[config.mk]
export PLATFORM = sky130hd
export DESIGN_NAME = wutss_top
export DESIGN_NICKNAME = d
export VERILOG_FILES = /design/src/hw/wutss_pkg.sv /design/src/hw/wutss_tick_if.sv /design/src/hw/wutss_top.sv /design/src/hw/wutss_sticky.sv /design/src/hw/wutss_presc.sv
export SDC_FILE = /design/constraint.sdc
export NUM_CORES = 1
export LEC_CHECK = 0
export ABC_CLOCK_PERIOD_IN_PS = 5570
export BUFFER_PORTS_ARGS = -buffer_cell sky130_fd_sc_hd__buf_2
export CORE_MARGIN = 1.5
export CORE_UTILIZATION = 55
export CTS_BUF_LIST = sky130_fd_sc_hd__clkbuf_16
export DETAILED_ROUTE_END_ITERATION = 6
export PLACE_DENSITY = 0.82
export SYNTH_ARGS = -nofsm -noshare
export SYNTH_HDL_FRONTEND = slang
export SYNTH_SLANG_ARGS = --single-unit
[constraint.sdc]
create_clock -name ref_clk -period 5.57 [get_ports ref_clk]
set_clock_uncertainty 0.15 [all_clocks]
set_input_delay 0.557 -clock ref_clk [delete_from_list [all_inputs] [get_ports ref_clk]]
set_output_delay 0.557 -clock ref_clk [all_outputs]
set_load 0.02 [all_outputs]
[src/hw/wutss_pkg.sv]
package wutss_pkg;

  // ----------------------------------------------------------------
  // Register port geometry
  // ----------------------------------------------------------------
  localparam int ADDR_W = 10;
  localparam int DATA_W = 8;

  typedef logic [ADDR_W-1:0] wutss_addr_t;
  typedef logic [DATA_W-1:0] wutss_data_t;

  // ----------------------------------------------------------------
  // Register offsets
  // ----------------------------------------------------------------
  localparam wutss_addr_t OFS_CFG_HIGH  = 10'h30c;
  localparam wutss_addr_t OFS_CFG_LOW   = 10'h30d;
  localparam wutss_addr_t OFS_VAL_HIGH  = 10'h30e;
  localparam wutss_addr_t OFS_VAL_LOW   = 10'h30f;
  localparam wutss_addr_t OFS_FLAG_CAL  = 10'h310;
  localparam wutss_addr_t OFS_STATUS    = 10'h311;
  localparam wutss_addr_t OFS_SHUTDOWN  = 10'h322;

  // ----------------------------------------------------------------
  // Field positions and reset values
  // ----------------------------------------------------------------
  localparam int CLR_FLAGS_BIT   = 0;
  localparam int CAL_EN_BIT      = 1;
  localparam int ST_CAL_FAULT    = 6;
  localparam int ST_CAL_DONE     = 5;
  localparam int ST_XTAL_RDY     = 4;
  localparam int ST_XTAL_LVL     = 3;
  localparam int ST_COLD         = 2;
  localparam int ST_TO_LATCH     = 1;
  localparam int ST_TO_LIVE      = 0;
  localparam int CFG_ARM_BIT     = 0;
  localparam int CFG_CLKSEL_BIT  = 4;
  localparam int CFG_XTAL_EN_BIT = 5;
  localparam int CFG_RC_EN_BIT   = 6;
  localparam int SHDN_REQ_BIT    = 0;
  localparam int PRESC_LSB       = 0;
  localparam int PRESC_W         = 3;
  localparam int RELOAD_W_DOC    = 16;

  localparam wutss_data_t RST_BYTE = 8'h00;

  typedef logic [PRESC_W-1:0] wutss_presc_t;

  // ----------------------------------------------------------------
  // Prescaler terminal counts (divider minus one)
  // ----------------------------------------------------------------
  function automatic logic [15:0] wutss_presc_tc(input wutss_presc_t sel);
    logic [15:0] tc;
    case (sel)
      3'h0:    tc = 16'h0000;
      3'h1:    tc = 16'h0003;
      3'h2:    tc = 16'h0007;
      3'h3:    tc = 16'h000f;
      3'h4:    tc = 16'h007f;
      3'h5:    tc = 16'h03ff;
      3'h6:    tc = 16'h1fff;
      default: tc = 16'hffff;
    endcase
    return tc;
  endfunction

endpackage

[src/hw/wutss_tick_if.sv]
`timescale 1ns/10ps
interface wutss_tick_if;
  wutss_pkg::wutss_presc_t presc_sel;
  logic                    src_level;
  logic                    tick;

  modport core  (output presc_sel, output src_level, input  tick);
  modport presc (input  presc_sel, input  src_level, output tick);
endinterface

[src/hw/wutss_top.sv]
`timescale 1ns/10ps
// Summary of operation
// - Reload value is 16 bits, low byte write-only
// - Tick with counter already at zero while running and armed raises wake event
// - Counter steps once per prescaler tick
// - Flag-clear bit clears timeout and cold-start flags
// - Flag-clear register bit 1 enables RC calibration
// - Status bit 6 shows calibration fault
// - Status bit 5 shows calibration finished
// - Status bit 4 shows crystal settled
// - Status bit 3 shows live crystal level
// - Status bit 2 holds cold-start until cleared
// - Status bit 1 latches timeout until cleared
// - Status bit 0 is live counter-at-zero
// - Shutdown request acts only with chip select high
// - High byte takes effect on next low write
// - Arm bit gates wake on timeout
// - Config bit 4 selects RC or crystal tick
module wutss_top #(
  parameter int RELOAD_W = wutss_pkg::RELOAD_W_DOC
) (
  input  wire logic              ref_clk,
  input  wire logic              rst_n,
  input  wire wutss_pkg::wutss_addr_t reg_addr,
  input  wire wutss_pkg::wutss_data_t reg_wdata,
  input  wire logic              reg_wr,
  input  wire logic              reg_rd,
  output wutss_pkg::wutss_data_t reg_rdata,
  input  wire logic              rc_32k_level,
  input  wire logic              crystal_32k_raw_level,
  input  wire logic              crystal_32k_settled,
  input  wire logic              rc_osc_cal_done,
  input  wire logic              rc_osc_cal_fault,
  input  wire logic              cold_start_event,
  input  wire logic              chip_select,
  output logic                   rc_osc_cal_enable,
  output logic                   rc_32k_enable,
  output logic                   crystal_32k_enable,
  output logic                   timeout_live_event,
  output logic                   wake_request,
  output logic                   shutdown_start
);
  import wutss_pkg::*;

  // ----------------------------------------------------------------
  // Elaboration check
  // ----------------------------------------------------------------
  generate
    if (RELOAD_W != 2 * DATA_W) begin : g_bad_width
      $error("reload width must be two register bytes");
    end
  endgenerate

  // ----------------------------------------------------------------
  // Reset release
  // ----------------------------------------------------------------
  logic rst_meta_reg;
  logic rst_sync_reg;

  // Two-stage release of the asynchronous reset
  always_ff @(posedge ref_clk or negedge rst_n) begin
    if (!rst_n) begin
      rst_meta_reg <= 1'b0;
      rst_sync_reg <= 1'b0;
    end else begin
      rst_meta_reg <= 1'b1;
      rst_sync_reg <= rst_meta_reg;
    end
  end

  // ----------------------------------------------------------------
  // State declarations
  // ----------------------------------------------------------------
  wutss_presc_t        presc_sel_reg,  presc_sel_next;
  logic                arm_reg,        arm_next;
  logic                clksel_reg,     clksel_next;
  logic                xtal_en_reg,    xtal_en_next;
  logic                rc_en_reg,      rc_en_next;
  wutss_data_t         val_high_reg,   val_high_next;
  logic [RELOAD_W-1:0] reload_reg,     reload_next;
  logic [RELOAD_W-1:0] count_reg,      count_next;
  logic                clr_flags_reg,  clr_flags_next;
  logic                cal_en_reg,     cal_en_next;
  logic                shdn_req_reg,   shdn_req_next;
  wutss_data_t         rdata_reg,      rdata_next;
  logic                wake_reg,       wake_next;
  logic                shdn_start_reg, shdn_start_next;

  logic                wr_low;
  logic                running;
  logic                at_zero;
  logic                timeout_evt;
  logic                cold_flag;
  logic                to_flag;
  wutss_data_t         status_byte;

  wutss_tick_if tick_bus ();

  // ----------------------------------------------------------------
  // Tick source and prescaler
  // ----------------------------------------------------------------
  // Source oscillator chosen by the clock-select bit
  assign tick_bus.presc_sel = presc_sel_reg;
  assign tick_bus.src_level = clksel_reg ? rc_32k_level : crystal_32k_raw_level;

  wutss_presc u_presc (
    .clk   (ref_clk),
    .rst_n (rst_sync_reg),
    .tk    (tick_bus.presc)
  );

  // ----------------------------------------------------------------
  // Down-counter
  // ----------------------------------------------------------------
  // Unit runs while its selected oscillator is enabled
  assign wr_low      = reg_wr && (reg_addr == OFS_VAL_LOW);
  assign running     = clksel_reg ? rc_en_reg : xtal_en_reg;
  assign at_zero     = (count_reg == '0);
  assign timeout_evt = tick_bus.tick && running && at_zero && !wr_low;

  // Load on low write, else step on each tick
  always_comb begin
    reload_next = reload_reg;
    count_next  = count_reg;
    if (wr_low) begin
      reload_next = {val_high_reg, reg_wdata};
      count_next  = {val_high_reg, reg_wdata};
    end else if (tick_bus.tick && running) begin
      if (at_zero) begin
        count_next = reload_reg;
      end else begin
        count_next = count_reg - 1'b1;
      end
    end
  end

  always_ff @(posedge ref_clk or negedge rst_sync_reg) begin
    if (!rst_sync_reg) begin
      reload_reg <= '0;
      count_reg  <= '0;
    end else begin
      reload_reg <= reload_next;
      count_reg  <= count_next;
    end
  end

  // ----------------------------------------------------------------
  // Sticky flags
  // ----------------------------------------------------------------
  // Timeout latch, cleared by the flag-clear bit
  wutss_sticky u_to_flag (
    .clk       (ref_clk),
    .rst_n     (rst_sync_reg),
    .set_pulse (timeout_evt),
    .clear     (clr_flags_reg),
    .flag      (to_flag)
  );

  // Cold-start latch, cleared by the same bit
  wutss_sticky u_cold_flag (
    .clk       (ref_clk),
    .rst_n     (rst_sync_reg),
    .set_pulse (cold_start_event),
    .clear     (clr_flags_reg),
    .flag      (cold_flag)
  );

  // ----------------------------------------------------------------
  // Register writes
  // ----------------------------------------------------------------
  // Decode writes into the control fields
  always_comb begin
    presc_sel_next = presc_sel_reg;
    arm_next       = arm_reg;
    clksel_next    = clksel_reg;
    xtal_en_next   = xtal_en_reg;
    rc_en_next     = rc_en_reg;
    val_high_next  = val_high_reg;
    clr_flags_next = clr_flags_reg;
    cal_en_next    = cal_en_reg;
    shdn_req_next  = shdn_req_reg;
    if (reg_wr) begin
      case (reg_addr)
        OFS_CFG_HIGH: begin
          presc_sel_next = reg_wdata[PRESC_LSB +: PRESC_W];
        end
        OFS_CFG_LOW: begin
          arm_next     = reg_wdata[CFG_ARM_BIT];
          clksel_next  = reg_wdata[CFG_CLKSEL_BIT];
          xtal_en_next = reg_wdata[CFG_XTAL_EN_BIT];
          rc_en_next   = reg_wdata[CFG_RC_EN_BIT];
        end
        OFS_VAL_HIGH: begin
          val_high_next = reg_wdata;
        end
        OFS_FLAG_CAL: begin
          clr_flags_next = reg_wdata[CLR_FLAGS_BIT];
          cal_en_next    = reg_wdata[CAL_EN_BIT];
        end
        OFS_SHUTDOWN: begin
          shdn_req_next = reg_wdata[SHDN_REQ_BIT];
        end
        default: begin
          shdn_req_next = shdn_req_reg;
        end
      endcase
    end
  end

  always_ff @(posedge ref_clk or negedge rst_sync_reg) begin
    if (!rst_sync_reg) begin
      presc_sel_reg <= RST_BYTE[PRESC_W-1:0];
      arm_reg       <= 1'b0;
      clksel_reg    <= 1'b0;
      xtal_en_reg   <= 1'b0;
      rc_en_reg     <= 1'b0;
      val_high_reg  <= RST_BYTE;
      clr_flags_reg <= 1'b0;
      cal_en_reg    <= 1'b0;
      shdn_req_reg  <= 1'b0;
    end else begin
      presc_sel_reg <= presc_sel_next;
      arm_reg       <= arm_next;
      clksel_reg    <= clksel_next;
      xtal_en_reg   <= xtal_en_next;
      rc_en_reg     <= rc_en_next;
      val_high_reg  <= val_high_next;
      clr_flags_reg <= clr_flags_next;
      cal_en_reg    <= cal_en_next;
      shdn_req_reg  <= shdn_req_next;
    end
  end

  // ----------------------------------------------------------------
  // Status and read-back
  // ----------------------------------------------------------------
  // Status byte; calibration and settle bits gated by their enables
  always_comb begin
    status_byte               = RST_BYTE;
    status_byte[ST_CAL_FAULT] = cal_en_reg & rc_osc_cal_fault;
    status_byte[ST_CAL_DONE]  = cal_en_reg & rc_osc_cal_done;
    status_byte[ST_XTAL_RDY]  = xtal_en_reg & crystal_32k_settled;
    status_byte[ST_XTAL_LVL]  = crystal_32k_raw_level;
    status_byte[ST_COLD]      = cold_flag;
    status_byte[ST_TO_LATCH]  = to_flag;
    status_byte[ST_TO_LIVE]   = at_zero;
  end

  // Read mux; write-only and unmapped offsets read zero
  always_comb begin
    rdata_next = rdata_reg;
    if (reg_rd) begin
      case (reg_addr)
        OFS_FLAG_CAL: begin
          rdata_next = RST_BYTE;
          rdata_next[CLR_FLAGS_BIT] = clr_flags_reg;
          rdata_next[CAL_EN_BIT]    = cal_en_reg;
        end
        OFS_STATUS: begin
          rdata_next = status_byte;
        end
        OFS_SHUTDOWN: begin
          rdata_next = RST_BYTE;
          rdata_next[SHDN_REQ_BIT] = shdn_req_reg;
        end
        default: begin
          rdata_next = RST_BYTE;
        end
      endcase
    end
  end

  // ----------------------------------------------------------------
  // Wake and shutdown outputs
  // ----------------------------------------------------------------
  // Wake only when armed; shutdown only with chip select high
  always_comb begin
    wake_next       = timeout_evt & arm_reg;
    shdn_start_next = shdn_req_reg & chip_select;
  end

  always_ff @(posedge ref_clk or negedge rst_sync_reg) begin
    if (!rst_sync_reg) begin
      rdata_reg      <= RST_BYTE;
      wake_reg       <= 1'b0;
      shdn_start_reg <= 1'b0;
    end else begin
      rdata_reg      <= rdata_next;
      wake_reg       <= wake_next;
      shdn_start_reg <= shdn_start_next;
    end
  end

  assign reg_rdata          = rdata_reg;
  assign wake_request       = wake_reg;
  assign shutdown_start     = shdn_start_reg;
  assign timeout_live_event = at_zero;
  assign rc_osc_cal_enable  = cal_en_reg;
  assign rc_32k_enable      = rc_en_reg;
  assign crystal_32k_enable = xtal_en_reg;

  // ----------------------------------------------------------------
  // Assertions
  // ----------------------------------------------------------------
  AST_RELOAD_PAIR: assert property (@(posedge ref_clk) disable iff (!rst_sync_reg)
    wr_low |=> (reload_reg == {$past(val_high_reg), $past(reg_wdata)}))
    else $error("reload not built from high then low byte");
  AST_STEP_ON_TICK: assert property (@(posedge ref_clk) disable iff (!rst_sync_reg)
    (tick_bus.tick && running && !at_zero && !wr_low) |=> (count_reg == $past(count_reg) - 1'b1))
    else $error("counter did not step on tick");
  AST_HOLD_NO_TICK: assert property (@(posedge ref_clk) disable iff (!rst_sync_reg)
    (!tick_bus.tick && !wr_low) |=> $stable(count_reg))
    else $error("counter moved without a tick");
  AST_RELOAD_AT_ZERO: assert property (@(posedge ref_clk) disable iff (!rst_sync_reg)
    timeout_evt |=> (count_reg == $past(reload_reg)))
    else $error("counter did not reload after zero");
  AST_WAKE_ARMED: assert property (@(posedge ref_clk) disable iff (!rst_sync_reg)
    wake_reg |-> ($past(arm_reg) && $past(at_zero) && $past(tick_bus.tick)))
    else $error("wake without armed timeout");
  AST_WAKE_ON_ZERO: assert property (@(posedge ref_clk) disable iff (!rst_sync_reg)
    (timeout_evt && arm_reg) |=> wake_reg ##1 !wake_reg)
    else $error("armed timeout gave no single wake pulse");
  AST_LATCH_SET: assert property (@(posedge ref_clk) disable iff (!rst_sync_reg)
    timeout_evt |=> to_flag) else $error("timeout not latched");
  AST_LIVE_READ: assert property (@(posedge ref_clk) disable iff (!rst_sync_reg)
    (reg_rd && reg_addr == OFS_STATUS) |=> (reg_rdata[ST_TO_LIVE] == $past(at_zero)))
    else $error("live timeout bit wrong");
  AST_CAL_GATED: assert property (@(posedge ref_clk) disable iff (!rst_sync_reg)
    (reg_rd && reg_addr == OFS_STATUS && !cal_en_reg) |=> (reg_rdata[ST_CAL_FAULT:ST_CAL_DONE] == 2'h0))
    else $error("calibration bits visible while disabled");
  AST_SHDN_CS: assert property (@(posedge ref_clk) disable iff (!rst_sync_reg)
    shdn_start_reg |-> ($past(chip_select) && $past(shdn_req_reg)))
    else $error("shutdown started without chip select");
endmodule

[src/hw/wutss_sticky.sv]
`timescale 1ns/10ps
module wutss_sticky (
  input  wire logic clk,
  input  wire logic rst_n,
  input  wire logic set_pulse,
  input  wire logic clear,
  output logic      flag
);
  import wutss_pkg::*;

  logic flag_reg;
  logic flag_next;

  // Set wins over a clear in the same cycle
  always_comb begin
    flag_next = set_pulse | (flag_reg & ~clear);
  end

  // Flag register
  always_ff @(posedge clk or negedge rst_n) begin
    if (!rst_n) begin
      flag_reg <= 1'b0;
    end else begin
      flag_reg <= flag_next;
    end
  end

  assign flag = flag_reg;

  AST_SET_WINS: assert property (@(posedge clk) disable iff (!rst_n)
    set_pulse |=> flag_reg) else $error("sticky flag lost a set");
  AST_HOLD_UNTIL_CLEAR: assert property (@(posedge clk) disable iff (!rst_n)
    (flag_reg && !clear) |=> flag_reg) else $error("sticky flag dropped without clear");
endmodule

[src/hw/wutss_presc.sv]
`timescale 1ns/10ps
module wutss_presc (
  input  wire logic  clk,
  input  wire logic  rst_n,
  wutss_tick_if.presc tk
);
  import wutss_pkg::*;

  logic        prev_reg;
  logic        prev_next;
  logic [15:0] cnt_reg;
  logic [15:0] cnt_next;
  logic        tick_reg;
  logic        tick_next;
  logic        edge_32k;

  // Divide 32 kHz rising edges by the selected ratio
  always_comb begin
    edge_32k  = tk.src_level & ~prev_reg;
    prev_next = tk.src_level;
    cnt_next  = cnt_reg;
    tick_next = 1'b0;
    if (edge_32k) begin
      if (cnt_reg >= wutss_presc_tc(tk.presc_sel)) begin
        cnt_next  = 16'h0000;
        tick_next = 1'b1;
      end else begin
        cnt_next = cnt_reg + 16'h0001;
      end
    end
  end

  // Divider state
  always_ff @(posedge clk or negedge rst_n) begin
    if (!rst_n) begin
      prev_reg <= 1'b0;
      cnt_reg  <= 16'h0000;
      tick_reg <= 1'b0;
    end else begin
      prev_reg <= prev_next;
      cnt_reg  <= cnt_next;
      tick_reg <= tick_next;
    end
  end

  assign tk.tick = tick_reg;

  AST_TICK_FROM_EDGE: assert property (@(posedge clk) disable iff (!rst_n)
    tick_reg |-> $past(edge_32k)) else $error("tick without a 32k edge");
  AST_DIV1_PASS: assert property (@(posedge clk) disable iff (!rst_n)
    (edge_32k && tk.presc_sel == 3'h0) |=> tick_reg) else $error("divide-by-one missed edge");
endmodule

==> impl_summary.log <==
[metrics] outcome: finished clean
[metrics] ratio of total power to cell area: 283.7 nW/um2
[metrics] number of maximum-capacitance constraint violations: 0
[metrics] startpoint of the lowest-slack register-to-register path: presc_sel_reg[1]$_DFFE_PN0P_
[metrics] cell count after synthesis: 429
[metrics] highest attainable clock frequency: 310.4 MHz
[metrics] average via count per standard cell: between 5 and 6
[metrics] # clock sinks: 81
[metrics] Die Area: 8017 um2
[metrics] initial core utilization: 56.79%
[metrics] critical path class: reg -> out
[metrics] count of yosys warnings during synthesis: 0
[metrics] cell area after layout: 4692 um2
[metrics] maximum clock path buffer count: 2
[metrics] net count after synthesis: about 470
[metrics] Worst IR Drop VDD: 0.0001482 V
[metrics] routed metal-1 wire length: 3.914 mm
[metrics] maximum fanout along the worst path: 14
[metrics] final setup slack of the worst path: ~2.3 ns
[metrics] Setup WS pre-CTS: 2.620 ns
[metrics] power after layout: 1331 uW
[metrics] number of port buffers: 41
[metrics] global-route total usage across every layer: 23.93%
[metrics] metal2 WL: 4.268 mm
[metrics] number of max-slew violations in the final report: 0
[metrics] area leader, netlist: dfrtp_1
[metrics] number of synthesized register bits: 81
[metrics] complex-gate fraction of the synthesized area: under 10%
[metrics] leakage dissipation: 0.002289 uW
[metrics] final weighted congestion of routability-driven global placement: around 0.88
[metrics] number of antenna violations at the first check in global routing: 0
[metrics] cell breakdown of the critical path: or4_4 -> or3_4 -> or2_4 -> inv_1 -> buf_2
[metrics] Die Width: about 90 um
[metrics] Hold/Removal Path Class: reg -> reg
[metrics] required time of the worst setup path: 4.86 ns
[metrics] Die H: 89.54 um
[metrics] register area share after synthesis: 49.21%
[metrics] final cycle utilization of the critical path: 57.83%
[metrics] maximum number of pins on one net before global-route repair: 80
[metrics] core footprint: 7253 um2
[metrics] initial drt markers: approximately 240
[metrics] Synth async-reset ratio: 100.0%
[metrics] setup repair after global routing missed its margin: false
[metrics] post-synthesis average cell area: 9.601 um2
[metrics] number of hold violations in the final report: 0
[metrics] Worst Hold Launch: rst_meta_reg$_DFF_PN0_
[metrics] count of flip-flops with a built-in enable after synthesis: 0
[metrics] most frequently used flop master after synthesis: dfrtp_1
[metrics] setup TNS: 0 ns
[metrics] nature of the critical path endpoint: primary output
[metrics] CTS tree: yes
[metrics] area added between synthesis and finish: 13.91%
[metrics] root buffer cell: clkbuf_16
[metrics] combinational family with the most area after synthesis: simple AND/OR/NAND/NOR gates
[metrics] final routed DRC violation total: 0
[metrics] sum of routed wire length over all layers: 8.809 mm
[metrics] capture instance of the worst register-to-register path: u_presc.cnt_reg[7]$_DFFE_PN0P_
[metrics] total CTS buffers: 9
[metrics] Synth Cell Area: 4119 um2
[metrics] Hold Crit Depth: 0
[metrics] CP Data Arrival Time: 2.51 ns
[metrics] Layout Nets: 512
[metrics] DR WL/cell: roughly 15 um
[metrics] # IOs: 43
[metrics] Largest delay share family, worst path: simple AND/OR/NAND/NOR gates
[metrics] number of buffer and inverter instances along the worst setup path: 2
[metrics] clock network latency to the later pin of the worst-skew pair: 0.33 ns
[metrics] post-cts resize count: 0
[metrics] vias in the first global route: 3188
[metrics] multiplexer share of the synthesized area: between 6 and 7%
[metrics] global-route congestion overflow total: 0
[metrics] worst r2r path cells: 7
[metrics] top metal layer carrying routed signals: met4
[metrics] ranking of synthesized cells by area: dfrtp_1 (49%), nand2_1 (7.1%), mux2_2 (5.2%)
[metrics] portion of synthesized cell area occupied by the leading cell type: 49.21%
[metrics] number of H-tree levels: 3
[metrics] global-route wire length before repair: roughly 15 mm
[metrics] residual antenna-violating net count after detailed routing: 0
[metrics] Hold Crit Endpoint: rst_sync_reg$_DFF_PN0_
[metrics] fin util: 64.69%
[metrics] half-perimeter wire length after detailed placement: 6.037 mm
[metrics] Worst Max-Slew Pin Slew: 1.158 ns
[metrics] crit start category: flop
[metrics] library cells used by synthesis: 50
[metrics] clock-pin slew on the worst setup and hold paths: 0.06 ns
[metrics] Met3 Wirelength: 472 um
[metrics] fraction of layout cells with a size suffix above 1: 17.34%
[metrics] Setup-failing EPs final: 0
[metrics] Ant. Diodes: 0
[metrics] CP max-delay cell: or4_4
[metrics] via count: 3274
[metrics] total iterations of the first detailed-routing run: 5
[metrics] Placed Instance Area: 4394 um2
[metrics] num rows: 31
[metrics] adder-cell area share of the yosys netlist: 4.557%
[metrics] final critical-path required period: 3.221 ns
[metrics] xor and xnor fraction of the mapped netlist area: 3.827%
[metrics] stage delay of the slowest cell on the critical path: 0.59 ns
[metrics] Slew headroom: a little under a quarter
[metrics] simple logic cell fraction of the synthesized area: approximately 23%
[metrics] reg-to-reg slack, setup: 2.70 ns
[synth_stat cells, drive strengths merged, types with 2 or more instances]
| library cell | instances |
|---|---|
| and3 | 9 |
| nand3b | 2 |
| nand3 | 14 |
| o21ai | 21 |
| mux2i | 7 |
| nand2b | 3 |
| xor2 | 8 |
| nor4 | 3 |
| nor3b | 2 |
| a21oi | 12 |
| clkbuf | 12 |
| a221oi | 2 |
| or4 | 3 |
| o311ai | 2 |
| o211ai | 5 |
| and2 | 2 |
| mux2 | 19 |
| conb | 2 |
| a21o | 2 |
| a32o | 3 |
| or3 | 10 |
| nand2 | 78 |
| nor2 | 41 |
| dfrtp | 81 |
| a22o | 4 |
| nand4 | 2 |
| a31oi | 3 |
| or2 | 4 |
| nor4b | 2 |
| buf | 2 |
| xnor2 | 10 |
| nand4bb | 2 |
| nor2b | 3 |
| a211oi | 2 |
| ha | 15 |
| inv | 15 |
| nor3 | 13 |
[logic make-up (layout without fill, tap and decap cells)]
logic type / count (synthesis) / after routing
AND/OR/NAND/NOR: 195 / 195
flip-flops: 81 / 81
AO/OA/AOI/OAI: 63 / 63
buffers and inverters: 29 / 73
multiplexers: 26 / 26
XOR/XNOR: 18 / 18
adder cells (fa/ha/maj): 15 / 15
other: 2 / 2
[power by group]
part           switching (uW)  leakage, uW  total, uW  internal [uW]
clock                     229     0.000140        571            342
sequential               35.8      0.00107        646            610
combinational            63.6      0.00108        114           50.4
total                     328      0.00229       1330           1000
[routing by layer]
| layer | up-vias | global-route usage (%) |
|---|---|---|
| met5 | - | 0 |
| met4 | 0 | 8.252 |
| met3 | 19 | 6.833 |
| li1 | 1570 | - |
| met1 | 1590 | 29.97 |
| met2 | 95 | 39.69 |
[layout make-up]
| class | count | area [um2] |
|---|---|---|
| Clock buffer | 9 | 225.2 |
| Clock inverter | 7 | 62.56 |
| Fill cell | 593 | 2561 |
| Inverter | 15 | 56.30 |
| Multi-Input combinational cell | 319 | 1978 |
| Sequential cell | 81 | 2031 |
| Tap cell | 99 | 123.9 |
| Timing Repair Buffer | 42 | 215.2 |
[cell usage in the layout (no fill, tap or decap), types with 5 or more instances in the layout]
cell type | Yosys | final
nor3_1 | 13 | 13
and3_1 | 9 | 9
o21ai_0 | 21 | 21
xor2_1 | 8 | 8
a21oi_1 | 12 | 12
buf_2 | 1 | 41
xnor2_1 | 10 | 10
inv_1 | 15 | 16
ha_1 | 15 | 15
mux2i_1 | 7 | 7
nor2_1 | 41 | 41
o211ai_1 | 5 | 5
mux2_2 | 19 | 19
dfrtp_1 | 81 | 80
nand3_1 | 14 | 14
nand2_1 | 78 | 78
clkbuf_16 | 0 | 9
or3_1 | 9 | 9
[through the flow]
stage / std cells / hold WS, ns
after floorplan: 429 / 0.1114
after global placement: 555 / 0.1900
after detailed placement: 555 / 0.1894
after CTS: 572 / 0.2074
after global routing: 572 / 0.2245
final: 572 / 0.2088
[timing repair]
action / 4_1_cts / 5_1_grt
hold buffers: 1 / 0
buffers inserted: 0 / 0
endpoints found under the hold margin: 2 / 0
[worst max path at each step]
stage	from	to	slack [ns]	cells past startpoint
finish	count_reg[6]$_DFFE_PN0P_	timeout_live_event	2.35	5
global route	count_reg[7]$_DFFE_PN0P_	timeout_live_event	2.27	5
CTS	count_reg[6]$_DFFE_PN0P_	timeout_live_event	2.37	5
detailed placement	reg_addr[6]	count_reg[11]$_DFFE_PN0P_	2.62	6
global placement	count_reg[6]$_DFFE_PN0P_	timeout_live_event	2.73	5
floorplan	rst_sync_reg$_DFF_PN0_	arm_reg$_DFFE_PN0P_	3.00	0
Power figures use the tool's default switching activity.
